==> config.mk <==
export PLATFORM = sky130hd
export DESIGN_NAME = abid_core
export DESIGN_NICKNAME = d
export VERILOG_FILES = /design/src/rtl/abid_pkg.sv /design/src/rtl/abid_alu_if.sv /design/src/rtl/abid_alu.sv /design/src/rtl/abid_core.sv
export SDC_FILE = /design/constraint.sdc
export NUM_CORES = 1
export LEC_CHECK = 0
export ABC_CLOCK_PERIOD_IN_PS = 3400
export BUFFER_PORTS_ARGS = -buffer_cell sky130_fd_sc_hd__buf_2
export CAP_MARGIN = 20
export CORE_ASPECT_RATIO = 0.7
export CORE_MARGIN = 8
export CORE_UTILIZATION = 36
export CTS_BUF_LIST = sky130_fd_sc_hd__clkbuf_4
export DETAILED_ROUTE_END_ITERATION = 8
export GPL_TIMING_DRIVEN = 0
export PLACE_DENSITY = 0.57
export SYNTH_ARGS = -nofsm -noshare
export SYNTH_HDL_FRONTEND = slang
export SYNTH_SLANG_ARGS = --single-unit
export TNS_END_PERCENT = 1
==> constraint.sdc <==
create_clock -name ref_clk_i -period 3.4 [get_ports ref_clk_i]
set_clock_uncertainty 0.2 [all_clocks]
set_input_delay 0.34 -clock ref_clk_i [delete_from_list [all_inputs] [get_ports ref_clk_i]]
set_output_delay 0.34 -clock ref_clk_i [all_outputs]
set_load 0.05 [all_outputs]
==> src/rtl/abid_pkg.sv <==
// constants and types shared by the instruction decode/execute block
package abid_pkg;

  localparam int PC_W = 21;
  localparam int FA_W = 12;

  // ----------------------------------------------------------------
  // opcode patterns
  // ----------------------------------------------------------------
  localparam logic [5:0] OPC_ADDC_HI  = 6'h08;  // 0010 00
  localparam logic [5:0] OPC_ANDF_HI  = 6'h05;  // 0001 01
  localparam logic [7:0] OPC_ANDK_HI  = 8'h0B;  // 0000 1011
  localparam logic [3:0] OPC_BCLR_HI  = 4'h9;   // 1001
  localparam logic [7:0] OPC_BRC_HI   = 8'hE2;
  localparam logic [7:0] OPC_BRNC_HI  = 8'hE3;
  localparam logic [7:0] OPC_BRN_HI   = 8'hE6;
  localparam logic [7:0] OPC_BRNN_HI  = 8'hE7;

  // ----------------------------------------------------------------
  // instruction fields
  // ----------------------------------------------------------------
  localparam int DEST_BIT  = 9;
  localparam int BANK_BIT  = 8;
  localparam int BPOS_LSB  = 9;
  localparam logic [7:0] INDEXED_LIMIT = 8'h5F;

  // status bit positions
  localparam int ST_C  = 0;
  localparam int ST_DIGIT = 1;
  localparam int ST_Z  = 2;
  localparam int ST_OVFL = 3;
  localparam int ST_N  = 4;
  localparam logic [4:0] STATUS_RST = 5'h00;
  localparam logic [7:0] ACC_RST    = 8'h00;
  localparam logic [PC_W-1:0] PC_RST = 21'h000000;
  localparam logic [PC_W-1:0] PC_STEP = 21'h000002;
  localparam logic [3:0] BANK_ACCESS_HI = 4'h0;
  localparam logic [3:0] BANK_ACCESS_SFR = 4'hF;
  localparam logic [7:0] ACCESS_SPLIT = 8'h60;

  typedef enum logic [1:0] {
    ABID_Q1 = 2'b00,
    ABID_Q2 = 2'b01,
    ABID_Q3 = 2'b11,
    ABID_Q4 = 2'b10
  } abid_phase_t;

  typedef enum logic [3:0] {
    ABID_OP_NONE,
    ABID_OP_ADDC,
    ABID_OP_ANDK,
    ABID_OP_ANDF,
    ABID_OP_BCLR,
    ABID_OP_BRC,
    ABID_OP_BRNC,
    ABID_OP_BRN,
    ABID_OP_BRNN
  } abid_op_t;

endpackage

==> src/rtl/abid_alu_if.sv <==
// interface carrying operands and results between core and ALU
`timescale 1ns/1ps
interface abid_alu_if;
  abid_pkg::abid_op_t op;
  logic [7:0]         acc;
  logic [7:0]         opnd;
  logic [7:0]         lit;
  logic [2:0]         bpos;
  logic [4:0]         st_in;
  logic [7:0]         res;
  logic [4:0]         st_out;

  modport core (output op, output acc, output opnd, output lit, output bpos, output st_in,
                input res, input st_out);
  modport alu  (input op, input acc, input opnd, input lit, input bpos, input st_in,
                output res, output st_out);
endinterface

==> src/rtl/abid_alu.sv <==
// combinational datapath for add-with-carry, AND and bit clear
`timescale 1ns/1ps
module abid_alu (
  abid_alu_if.alu a
);
  logic [8:0] sum;
  logic [4:0] nib;
  logic [7:0] r;
  logic [4:0] s;

  always_comb begin
    sum = {1'b0, a.acc} + {1'b0, a.opnd} + {8'h00, a.st_in[abid_pkg::ST_C]};
    nib = {1'b0, a.acc[3:0]} + {1'b0, a.opnd[3:0]} + {4'h0, a.st_in[abid_pkg::ST_C]};
    r = 8'h00;
    s = a.st_in;
    case (a.op)
      abid_pkg::ABID_OP_ADDC: begin
        r = sum[7:0];
        // only these five bits move
        s[abid_pkg::ST_C]  = sum[8];
        s[abid_pkg::ST_DIGIT] = nib[4];
        s[abid_pkg::ST_Z]  = (sum[7:0] == 8'h00);
        s[abid_pkg::ST_OVFL] = (a.acc[7] == a.opnd[7]) && (sum[7] != a.acc[7]);
        s[abid_pkg::ST_N]  = sum[7];
      end
      abid_pkg::ABID_OP_ANDK, abid_pkg::ABID_OP_ANDF: begin
        r = a.acc & ((a.op == abid_pkg::ABID_OP_ANDK) ? a.lit : a.opnd);
        s[abid_pkg::ST_Z] = (r == 8'h00);
        s[abid_pkg::ST_N] = r[7];
      end
      abid_pkg::ABID_OP_BCLR: begin
        r = a.opnd & ~(8'h01 << a.bpos);
      end
      default: begin
        r = 8'h00;
      end
    endcase
  end

  assign a.res    = r;
  assign a.st_out = s;
endmodule

==> src/rtl/abid_core.sv <==
// four-phase decode and execute core for a subset of the instruction set
//
// The plain strobed port and the register addresses were chosen for this implementation.
`timescale 1ns/1ps
module abid_core (
  input  wire logic                      ref_clk_i,
  input  wire logic                      rstn_i,
  input  wire logic [15:0]               instr_i,
  input  wire logic                      ext_set_en_i,
  input  wire logic [3:0]                bank_sel_i,
  input  wire logic [abid_pkg::PC_W-1:0] idx_base_i,
  input  wire logic [7:0]                file_rdata_i,
  output logic      [abid_pkg::PC_W-1:0] pc_o,
  output logic                           fetch_o,
  output logic      [abid_pkg::FA_W-1:0] file_addr_o,
  output logic                           file_rd_o,
  output logic                           file_wr_o,
  output logic      [7:0]                file_wdata_o,
  output logic      [7:0]                acc_o,
  output logic      [4:0]                status_o,
  output logic      [1:0]                phase_o,
  output logic                           flush_o,
  output logic                           illegal_o
);

  typedef struct packed {
    abid_pkg::abid_phase_t ph;
    abid_pkg::abid_op_t    op;
    logic                  nop_cyc;
    logic                  take;
    logic [15:0]           ir;
    logic [7:0]            opnd;
    logic [7:0]            res;
    logic [4:0]            st;
    logic [7:0]            acc;
    logic [abid_pkg::PC_W-1:0] pc;
    logic [abid_pkg::FA_W-1:0] fa;
    logic                  rd;
    logic                  wr;
    logic [7:0]            wd;
    logic                  illegal;
  } abid_state_t;

  abid_state_t s_q;
  abid_state_t s_d;

  abid_alu_if alu_bus ();

  abid_alu u_alu (
    .a (alu_bus.alu)
  );

  // ----------------------------------------------------------------
  // decode
  // ----------------------------------------------------------------
  abid_pkg::abid_op_t dec_op;
  always_comb begin
    if (instr_i[15:10] == abid_pkg::OPC_ADDC_HI) begin
      dec_op = abid_pkg::ABID_OP_ADDC;
    end else if (instr_i[15:10] == abid_pkg::OPC_ANDF_HI) begin
      dec_op = abid_pkg::ABID_OP_ANDF;
    end else if (instr_i[15:8] == abid_pkg::OPC_ANDK_HI) begin
      dec_op = abid_pkg::ABID_OP_ANDK;
    end else if (instr_i[15:12] == abid_pkg::OPC_BCLR_HI) begin
      dec_op = abid_pkg::ABID_OP_BCLR;
    end else if (instr_i[15:8] == abid_pkg::OPC_BRC_HI) begin
      dec_op = abid_pkg::ABID_OP_BRC;
    end else if (instr_i[15:8] == abid_pkg::OPC_BRNC_HI) begin
      dec_op = abid_pkg::ABID_OP_BRNC;
    end else if (instr_i[15:8] == abid_pkg::OPC_BRN_HI) begin
      dec_op = abid_pkg::ABID_OP_BRN;
    end else if (instr_i[15:8] == abid_pkg::OPC_BRNN_HI) begin
      dec_op = abid_pkg::ABID_OP_BRNN;
    end else begin
      dec_op = abid_pkg::ABID_OP_NONE;
    end
  end

  // ----------------------------------------------------------------
  // operand address: access bank, banked, or indexed literal offset
  // ----------------------------------------------------------------
  logic [abid_pkg::FA_W-1:0] dec_fa;
  logic [abid_pkg::PC_W-1:0] idx_sum;
  always_comb begin
    idx_sum = idx_base_i + {13'h0000, instr_i[7:0]};
    if (!instr_i[abid_pkg::BANK_BIT] && ext_set_en_i && (instr_i[7:0] <= abid_pkg::INDEXED_LIMIT)) begin
      dec_fa = idx_sum[abid_pkg::FA_W-1:0];
    end else if (instr_i[abid_pkg::BANK_BIT]) begin
      dec_fa = {bank_sel_i, instr_i[7:0]};
    end else if (instr_i[7:0] < abid_pkg::ACCESS_SPLIT) begin
      dec_fa = {abid_pkg::BANK_ACCESS_HI, instr_i[7:0]};
    end else begin
      dec_fa = {abid_pkg::BANK_ACCESS_SFR, instr_i[7:0]};
    end
  end

  // ----------------------------------------------------------------
  // branch condition and target
  // ----------------------------------------------------------------
  logic                      cond;
  logic [abid_pkg::PC_W-1:0] offs;
  logic [abid_pkg::PC_W-1:0] target;
  always_comb begin
    case (s_q.op)
      abid_pkg::ABID_OP_BRC:  cond = s_q.st[abid_pkg::ST_C];
      abid_pkg::ABID_OP_BRNC: cond = !s_q.st[abid_pkg::ST_C];
      abid_pkg::ABID_OP_BRN:  cond = s_q.st[abid_pkg::ST_N];
      abid_pkg::ABID_OP_BRNN: cond = !s_q.st[abid_pkg::ST_N];
      default:                cond = 1'b0;
    endcase
    // signed 8-bit n, sign extended then doubled
    offs   = {{(abid_pkg::PC_W-9){s_q.ir[7]}}, s_q.ir[7:0], 1'b0};
    // pc already holds branch address + 2 after fetch
    target = s_q.pc + offs;
  end

  logic is_branch;
  logic writes_file;
  assign is_branch = (s_q.op == abid_pkg::ABID_OP_BRC) || (s_q.op == abid_pkg::ABID_OP_BRNC) ||
                     (s_q.op == abid_pkg::ABID_OP_BRN) || (s_q.op == abid_pkg::ABID_OP_BRNN);
  assign writes_file = (s_q.op == abid_pkg::ABID_OP_BCLR) ||
                       (((s_q.op == abid_pkg::ABID_OP_ADDC) || (s_q.op == abid_pkg::ABID_OP_ANDF)) &&
                        s_q.ir[abid_pkg::DEST_BIT]);

  assign alu_bus.op    = s_q.op;
  assign alu_bus.acc   = s_q.acc;
  assign alu_bus.opnd  = s_q.opnd;
  assign alu_bus.lit   = s_q.ir[7:0];
  assign alu_bus.bpos  = s_q.ir[abid_pkg::BPOS_LSB+2:abid_pkg::BPOS_LSB];
  assign alu_bus.st_in = s_q.st;

  // ----------------------------------------------------------------
  // phase sequencer
  // ----------------------------------------------------------------
  logic [4:0] alu_st;
  always_comb begin
    s_d    = s_q;
    s_d.rd = 1'b0;
    s_d.wr = 1'b0;
    alu_st = alu_bus.st_out;
    case (s_q.ph)
      abid_pkg::ABID_Q1: begin
        s_d.ph = abid_pkg::ABID_Q2;
        if (!s_q.nop_cyc) begin
          // decode the prefetched word
          s_d.ir      = instr_i;
          s_d.op      = dec_op;
          s_d.illegal = (dec_op == abid_pkg::ABID_OP_NONE);
          s_d.fa      = dec_fa;
          s_d.take    = 1'b0;
          s_d.pc      = s_q.pc + abid_pkg::PC_STEP;
          s_d.rd      = (dec_op == abid_pkg::ABID_OP_ADDC) || (dec_op == abid_pkg::ABID_OP_ANDF) ||
                        (dec_op == abid_pkg::ABID_OP_BCLR);
        end
      end
      abid_pkg::ABID_Q2: begin
        s_d.ph = abid_pkg::ABID_Q3;
        if (!s_q.nop_cyc) begin
          s_d.opnd = file_rdata_i;
        end
      end
      abid_pkg::ABID_Q3: begin
        s_d.ph = abid_pkg::ABID_Q4;
        if (!s_q.nop_cyc) begin
          s_d.res  = alu_bus.res;
          s_d.take = is_branch && cond;
          if (!is_branch) begin
            s_d.st = alu_st;
          end
        end
      end
      default: begin
        s_d.ph = abid_pkg::ABID_Q1;
        if (s_q.nop_cyc) begin
          s_d.nop_cyc = 1'b0;
        end else begin
          if (s_q.take) begin
            // second cycle is all no-op and the prefetch is dropped
            s_d.pc      = target;
            s_d.nop_cyc = 1'b1;
          end else if (writes_file) begin
            s_d.wr = 1'b1;
            s_d.wd = s_q.res;
          end else if ((s_q.op == abid_pkg::ABID_OP_ADDC) || (s_q.op == abid_pkg::ABID_OP_ANDF) ||
                       (s_q.op == abid_pkg::ABID_OP_ANDK)) begin
            s_d.acc = s_q.res;
          end
        end
      end
    endcase
  end

  always_ff @(posedge ref_clk_i or negedge rstn_i) begin
    if (!rstn_i) begin
      s_q <= '{ph: abid_pkg::ABID_Q1, op: abid_pkg::ABID_OP_NONE, nop_cyc: 1'b0, take: 1'b0,
               ir: 16'h0000, opnd: 8'h00, res: 8'h00, st: abid_pkg::STATUS_RST,
               acc: abid_pkg::ACC_RST, pc: abid_pkg::PC_RST, fa: 12'h000, rd: 1'b0,
               wr: 1'b0, wd: 8'h00, illegal: 1'b0};
    end else begin
      s_q <= s_d;
    end
  end

  // ----------------------------------------------------------------
  // outputs
  // ----------------------------------------------------------------
  assign pc_o         = s_q.pc;
  // fetch in every Q4; a word fetched during a taken branch is dropped by the flush
  assign fetch_o      = (s_q.ph == abid_pkg::ABID_Q4);
  assign file_addr_o  = s_q.fa;
  assign file_rd_o    = s_q.rd;
  assign file_wr_o    = s_q.wr;
  assign file_wdata_o = s_q.wd;
  assign acc_o        = s_q.acc;
  assign status_o     = s_q.st;
  assign phase_o      = s_q.ph;
  assign flush_o      = s_q.nop_cyc;
  assign illegal_o    = s_q.illegal;

endmodule

==> impl_metrics.env <==
export IMPL_status="finished, final reports clean"
export IMPL_routabilityCongestion=0.889
export IMPL_synth_top_cells_by_area="dfrtp_1, ha_1, buf_4"
export IMPL_drive_gt1_share_pct=24.9
export IMPL_io_buffers=102
export IMPL_netlist_top_cell_by_area="dfrtp_1"
export IMPL_cts_tree="built"
export IMPL_slew_viol_final=0
export IMPL_fillCellCount=1798
export IMPL_p_int_mw=2.03
export IMPL_critPathArrivalTime_ns=3.34
export IMPL_num_rows=41
export IMPL_via_count=5854
export IMPL_grt_start_max_net_pins=57
export IMPL_synth_seq_area_share_pct=34.4
export IMPL_syn_avg_cell_area_um2=8.81
export IMPL_critPathRequiredTime_ns=3.56
export IMPL_synth_flop_cell="dfrtp_1"
export IMPL_wl_per_cell_um=16.8
export IMPL_drcViolationCount=0
export IMPL_cpLargestDelayFamily="compound AO/OA/AOI/OAI gates"
export IMPL_start_util_pct=36.8
export IMPL_antenna_found_initial=2
export IMPL_min_from="bank_sel_i[0]"
export IMPL_cp_buffers_inverters=0
export IMPL_slew_headroom_pct=26.9
export IMPL_cts_htree_levels=3
export IMPL_die_w_um=178
export IMPL_fp_dieH_um=129
export IMPL_vdd_drop_max_v=0.000182
export IMPL_post_route_util_pct=43.9
export IMPL_cpMaxStageDelayCell="dfrtp_1"
export IMPL_synth_compound_area_share_pct=19.6
export IMPL_cp_slowest_stage_delay_ns=0.53
export IMPL_synth_simple_gate_area_share_pct=18.3
export IMPL_p_sw_share_pct=36.8
export IMPL_netlist_area_um2=6620
export IMPL_ff2ff_path_depth=9
export IMPL_synth_top_area_share_pct=34.4
export IMPL_syn_inst=751
export IMPL_reg2reg_from="status_o[0]"
export IMPL_end_kind="flop"
export IMPL_post_route_cell_area_um2=7910
export IMPL_max_slew_worst_pin_slew_ns=1.09
export IMPL_cp_start_kind="flop"
export IMPL_seqCellArea_um2=2280
export IMPL_p_per_area_nw_per_um2=406
export IMPL_min_to="file_addr_o[8]"
export IMPL_ant_nets=0
export IMPL_io_pin_count=113
export IMPL_setup_violations=0
export IMPL_min_path_type="primary input to flop"
export IMPL_p_sw_mw=1.18
export IMPL_first_iter_violations=464
export IMPL_clkSlewWorstSetupHoldPaths_ns=0.15
export IMPL_clk_latency_ns=0.48
export IMPL_cts_sinks=91
export IMPL_comb_power_share_pct=33.8
export IMPL_startpoint="status_o[0]"
export IMPL_viasPerCell=5.18
export IMPL_crit_path_frequent_cell="fa_1"
export IMPL_post_route_min_period_ns=3.18
export IMPL_clockBufferDepth=2
export IMPL_drv_cap=0
export IMPL_timing_hold_ws_ns=0.0444
export IMPL_finalHoldViolations=0
export IMPL_post_synth_xor_area_fraction_pct=4.24
export IMPL_async_reset_ff_share_pct=100
export IMPL_crit_path_max_fanout=4
export IMPL_yosysMostFrequentCell="nand2_1"
export IMPL_yosys_register_bits=91
export IMPL_period_share_pct=93.4
export IMPL_clock_fmax_ghz=0.315
export IMPL_p_clk_share_pct=26.4
export IMPL_grt_overflow_total=0
export IMPL_p_total_mw=3.21
export IMPL_synth_commonest_cells="nand2_1, dfrtp_1, o21ai_0, buf_4, a21oi_1"
export IMPL_layout_nets=981
export IMPL_rsz0062_at_grt="false"
export IMPL_synth_top_family_by_area="compound AO/OA/AOI/OAI gates"
export IMPL_dieArea_um2=23000
export IMPL_route_final_wire_length_um=19000
export IMPL_holdPathStages=5
export IMPL_syn2layout_area_growth_pct=19.5
export IMPL_synth_fa_ha_area_share_pct=7.83
export IMPL_placeableCoreArea_um2=18000
export IMPL_r2r_slack_ns=0.22
export IMPL_ctsRootBufferMaster="clkbuf_4"
export IMPL_finalSetupTns_ns=0
export IMPL_yosysUniqueCellTypes=72
export IMPL_cts_made_buffers=9
export IMPL_rr_endpoint="status_o[2]"
export IMPL_worst_setup_path_type="flop to flop"
export IMPL_dpl_cell_area_um2=7460
export IMPL_power_frac_seq_pct=39.8
export IMPL_synth_edff_count=0
export IMPL_dr_pass1_iters=7
export IMPL_synth_mux_area_fraction_pct=6.14
export IMPL_track_usage_pct=16.8
export IMPL_grt_pass1_wl_um=30600
export IMPL_grt_pass1_vias=5637
export IMPL_p_leak_nw=3.74
export IMPL_synth_nets=842
export IMPL_ys_warn_count=0
export IMPL_dp_final_hpwl_um=15000
export IMPL_multi_input_area_um2=3720
export IMPL_cp_cell_sequence="fa_1 > fa_1 > a21o_1 > a21oi_2 > o21bai_1 > a21oi_1 > xnor2_1 > o41ai_1 > mux2_1"
[state kept, by name, summed over array words and instances (netlist names), 2 cells and up]
name          count
alu_bus.opnd      8
alu_bus.lit       8
alu_bus.op        4
status_o          5
s_q               9
pc_o             20
acc_o             8
file_addr_o      12
alu_bus.bpos      3
phase_o           2
file_wdata_o      8
[logic make-up after synthesis]
kind of cell / after synthesis
AND/OR/NAND/NOR: 252
AO/OA/AOI/OAI: 198
buffers and inverters: 101
flip-flops: 91
adder cells (fa/ha/maj): 39
multiplexers: 37
XOR/XNOR: 32
other: 1
[power groups by stage]
stage	combinational, mW	sequential [mW]	clock, mW
global placement	1.05	1.30	0
floorplan	0.830	1.26	0
finish	1.09	1.28	0.847
detailed placement	1.07	1.30	0
CTS	1.09	1.28	0.879
global route	1.19	1.29	0.919
[worst max path at each step]
stage | cells after the start | slack (ns) | to
finish | 9 | 0.22 | status_o[2]
global route | 9 | 0.09 | status_o[2]
CTS | 9 | 0.14 | status_o[2]
detailed placement | 9 | 0.20 | status_o[2]
global placement | 9 | 0.16 | status_o[2]
floorplan | 9 | 0.64 | status_o[2]
[cell usage in the layout, fill, tap and decap left out, drive strengths merged, types with 5 or more instances in the layout]
cell | synthesis | final
a211oi | 8 | 8
a21o | 6 | 6
a21oi | 43 | 43
a22oi | 9 | 9
a31oi | 8 | 8
and3 | 9 | 9
buf | 64 | 168
clkbuf | 14 | 23
dfrtp | 91 | 91
dlygate4sd3 | 0 | 24
ha | 35 | 35
inv | 22 | 23
mux2 | 29 | 29
mux2i | 8 | 8
nand2 | 112 | 112
nand2b | 6 | 6
nand3 | 24 | 24
nor2 | 42 | 42
nor2b | 5 | 5
nor3 | 19 | 19
nor4 | 7 | 7
o211ai | 6 | 6
o21ai | 70 | 70
o21bai | 6 | 6
o221ai | 6 | 6
o31ai | 6 | 6
xnor2 | 14 | 14
xor2 | 18 | 18
[through the flow]
| step | cells | setup slack [ns] |
|---|---|---|
| 4_1_cts | 1130 | 0.138 |
| 3_5_place_dp | 1091 | 0.204 |
| 6_report | 1131 | 0.223 |
| 2_1_floorplan | 751 | 0.640 |
| 5_1_grt | 1131 | 0.0888 |
| 3_3_place_gp | 1089 | 0.163 |
[routing by layer]
layer	global-route usage, %	vias up	wire, µm	share of wire [%]
met5	0	-	10	0.053
met4	3.47	2	153	0.80
met3	5.09	16	1560	8.2
met2	21.6	206	7120	37
met1	26.3	2681	10200	54
li1	-	2949	-	-
[worst reg2reg max path: stages (launching register included)]
cell	delay [ns]
dfrtp_1	0.53
fa_1	0.48
fa_1	0.44
a21o_1	0.23
a21oi_2	0.25
o21bai_1	0.13
a21oi_1	0.24
xnor2_1	0.19
o41ai_1	0.11
mux2_1	0.29
[cell type report]
cell class / instances / area share, %
tap: 236 / 3.73
timing repair buffer: 128 / 9.93
multi-input combinational: 559 / 47.1
sequential: 91 / 28.8
inverter: 23 / 1.09
clock buffer: 9 / 0.854
antenna: 1 / 0.0316
buffer: 78 / 6.77
clock inverter: 6 / 1.74
[repair_timing]
| action | 4_1_cts | 5_1_grt |
|---|---|---|
| endpoints found under the setup margin | 0 | 1 |
| buffers inserted | 0 | 0 |
| hold buffers | 24 | 0 |
| hold endpoints to repair | 64 | 0 |
| resized for setup | 0 | 1 |
No activity file was read; power rests on OpenSTA's default activity.
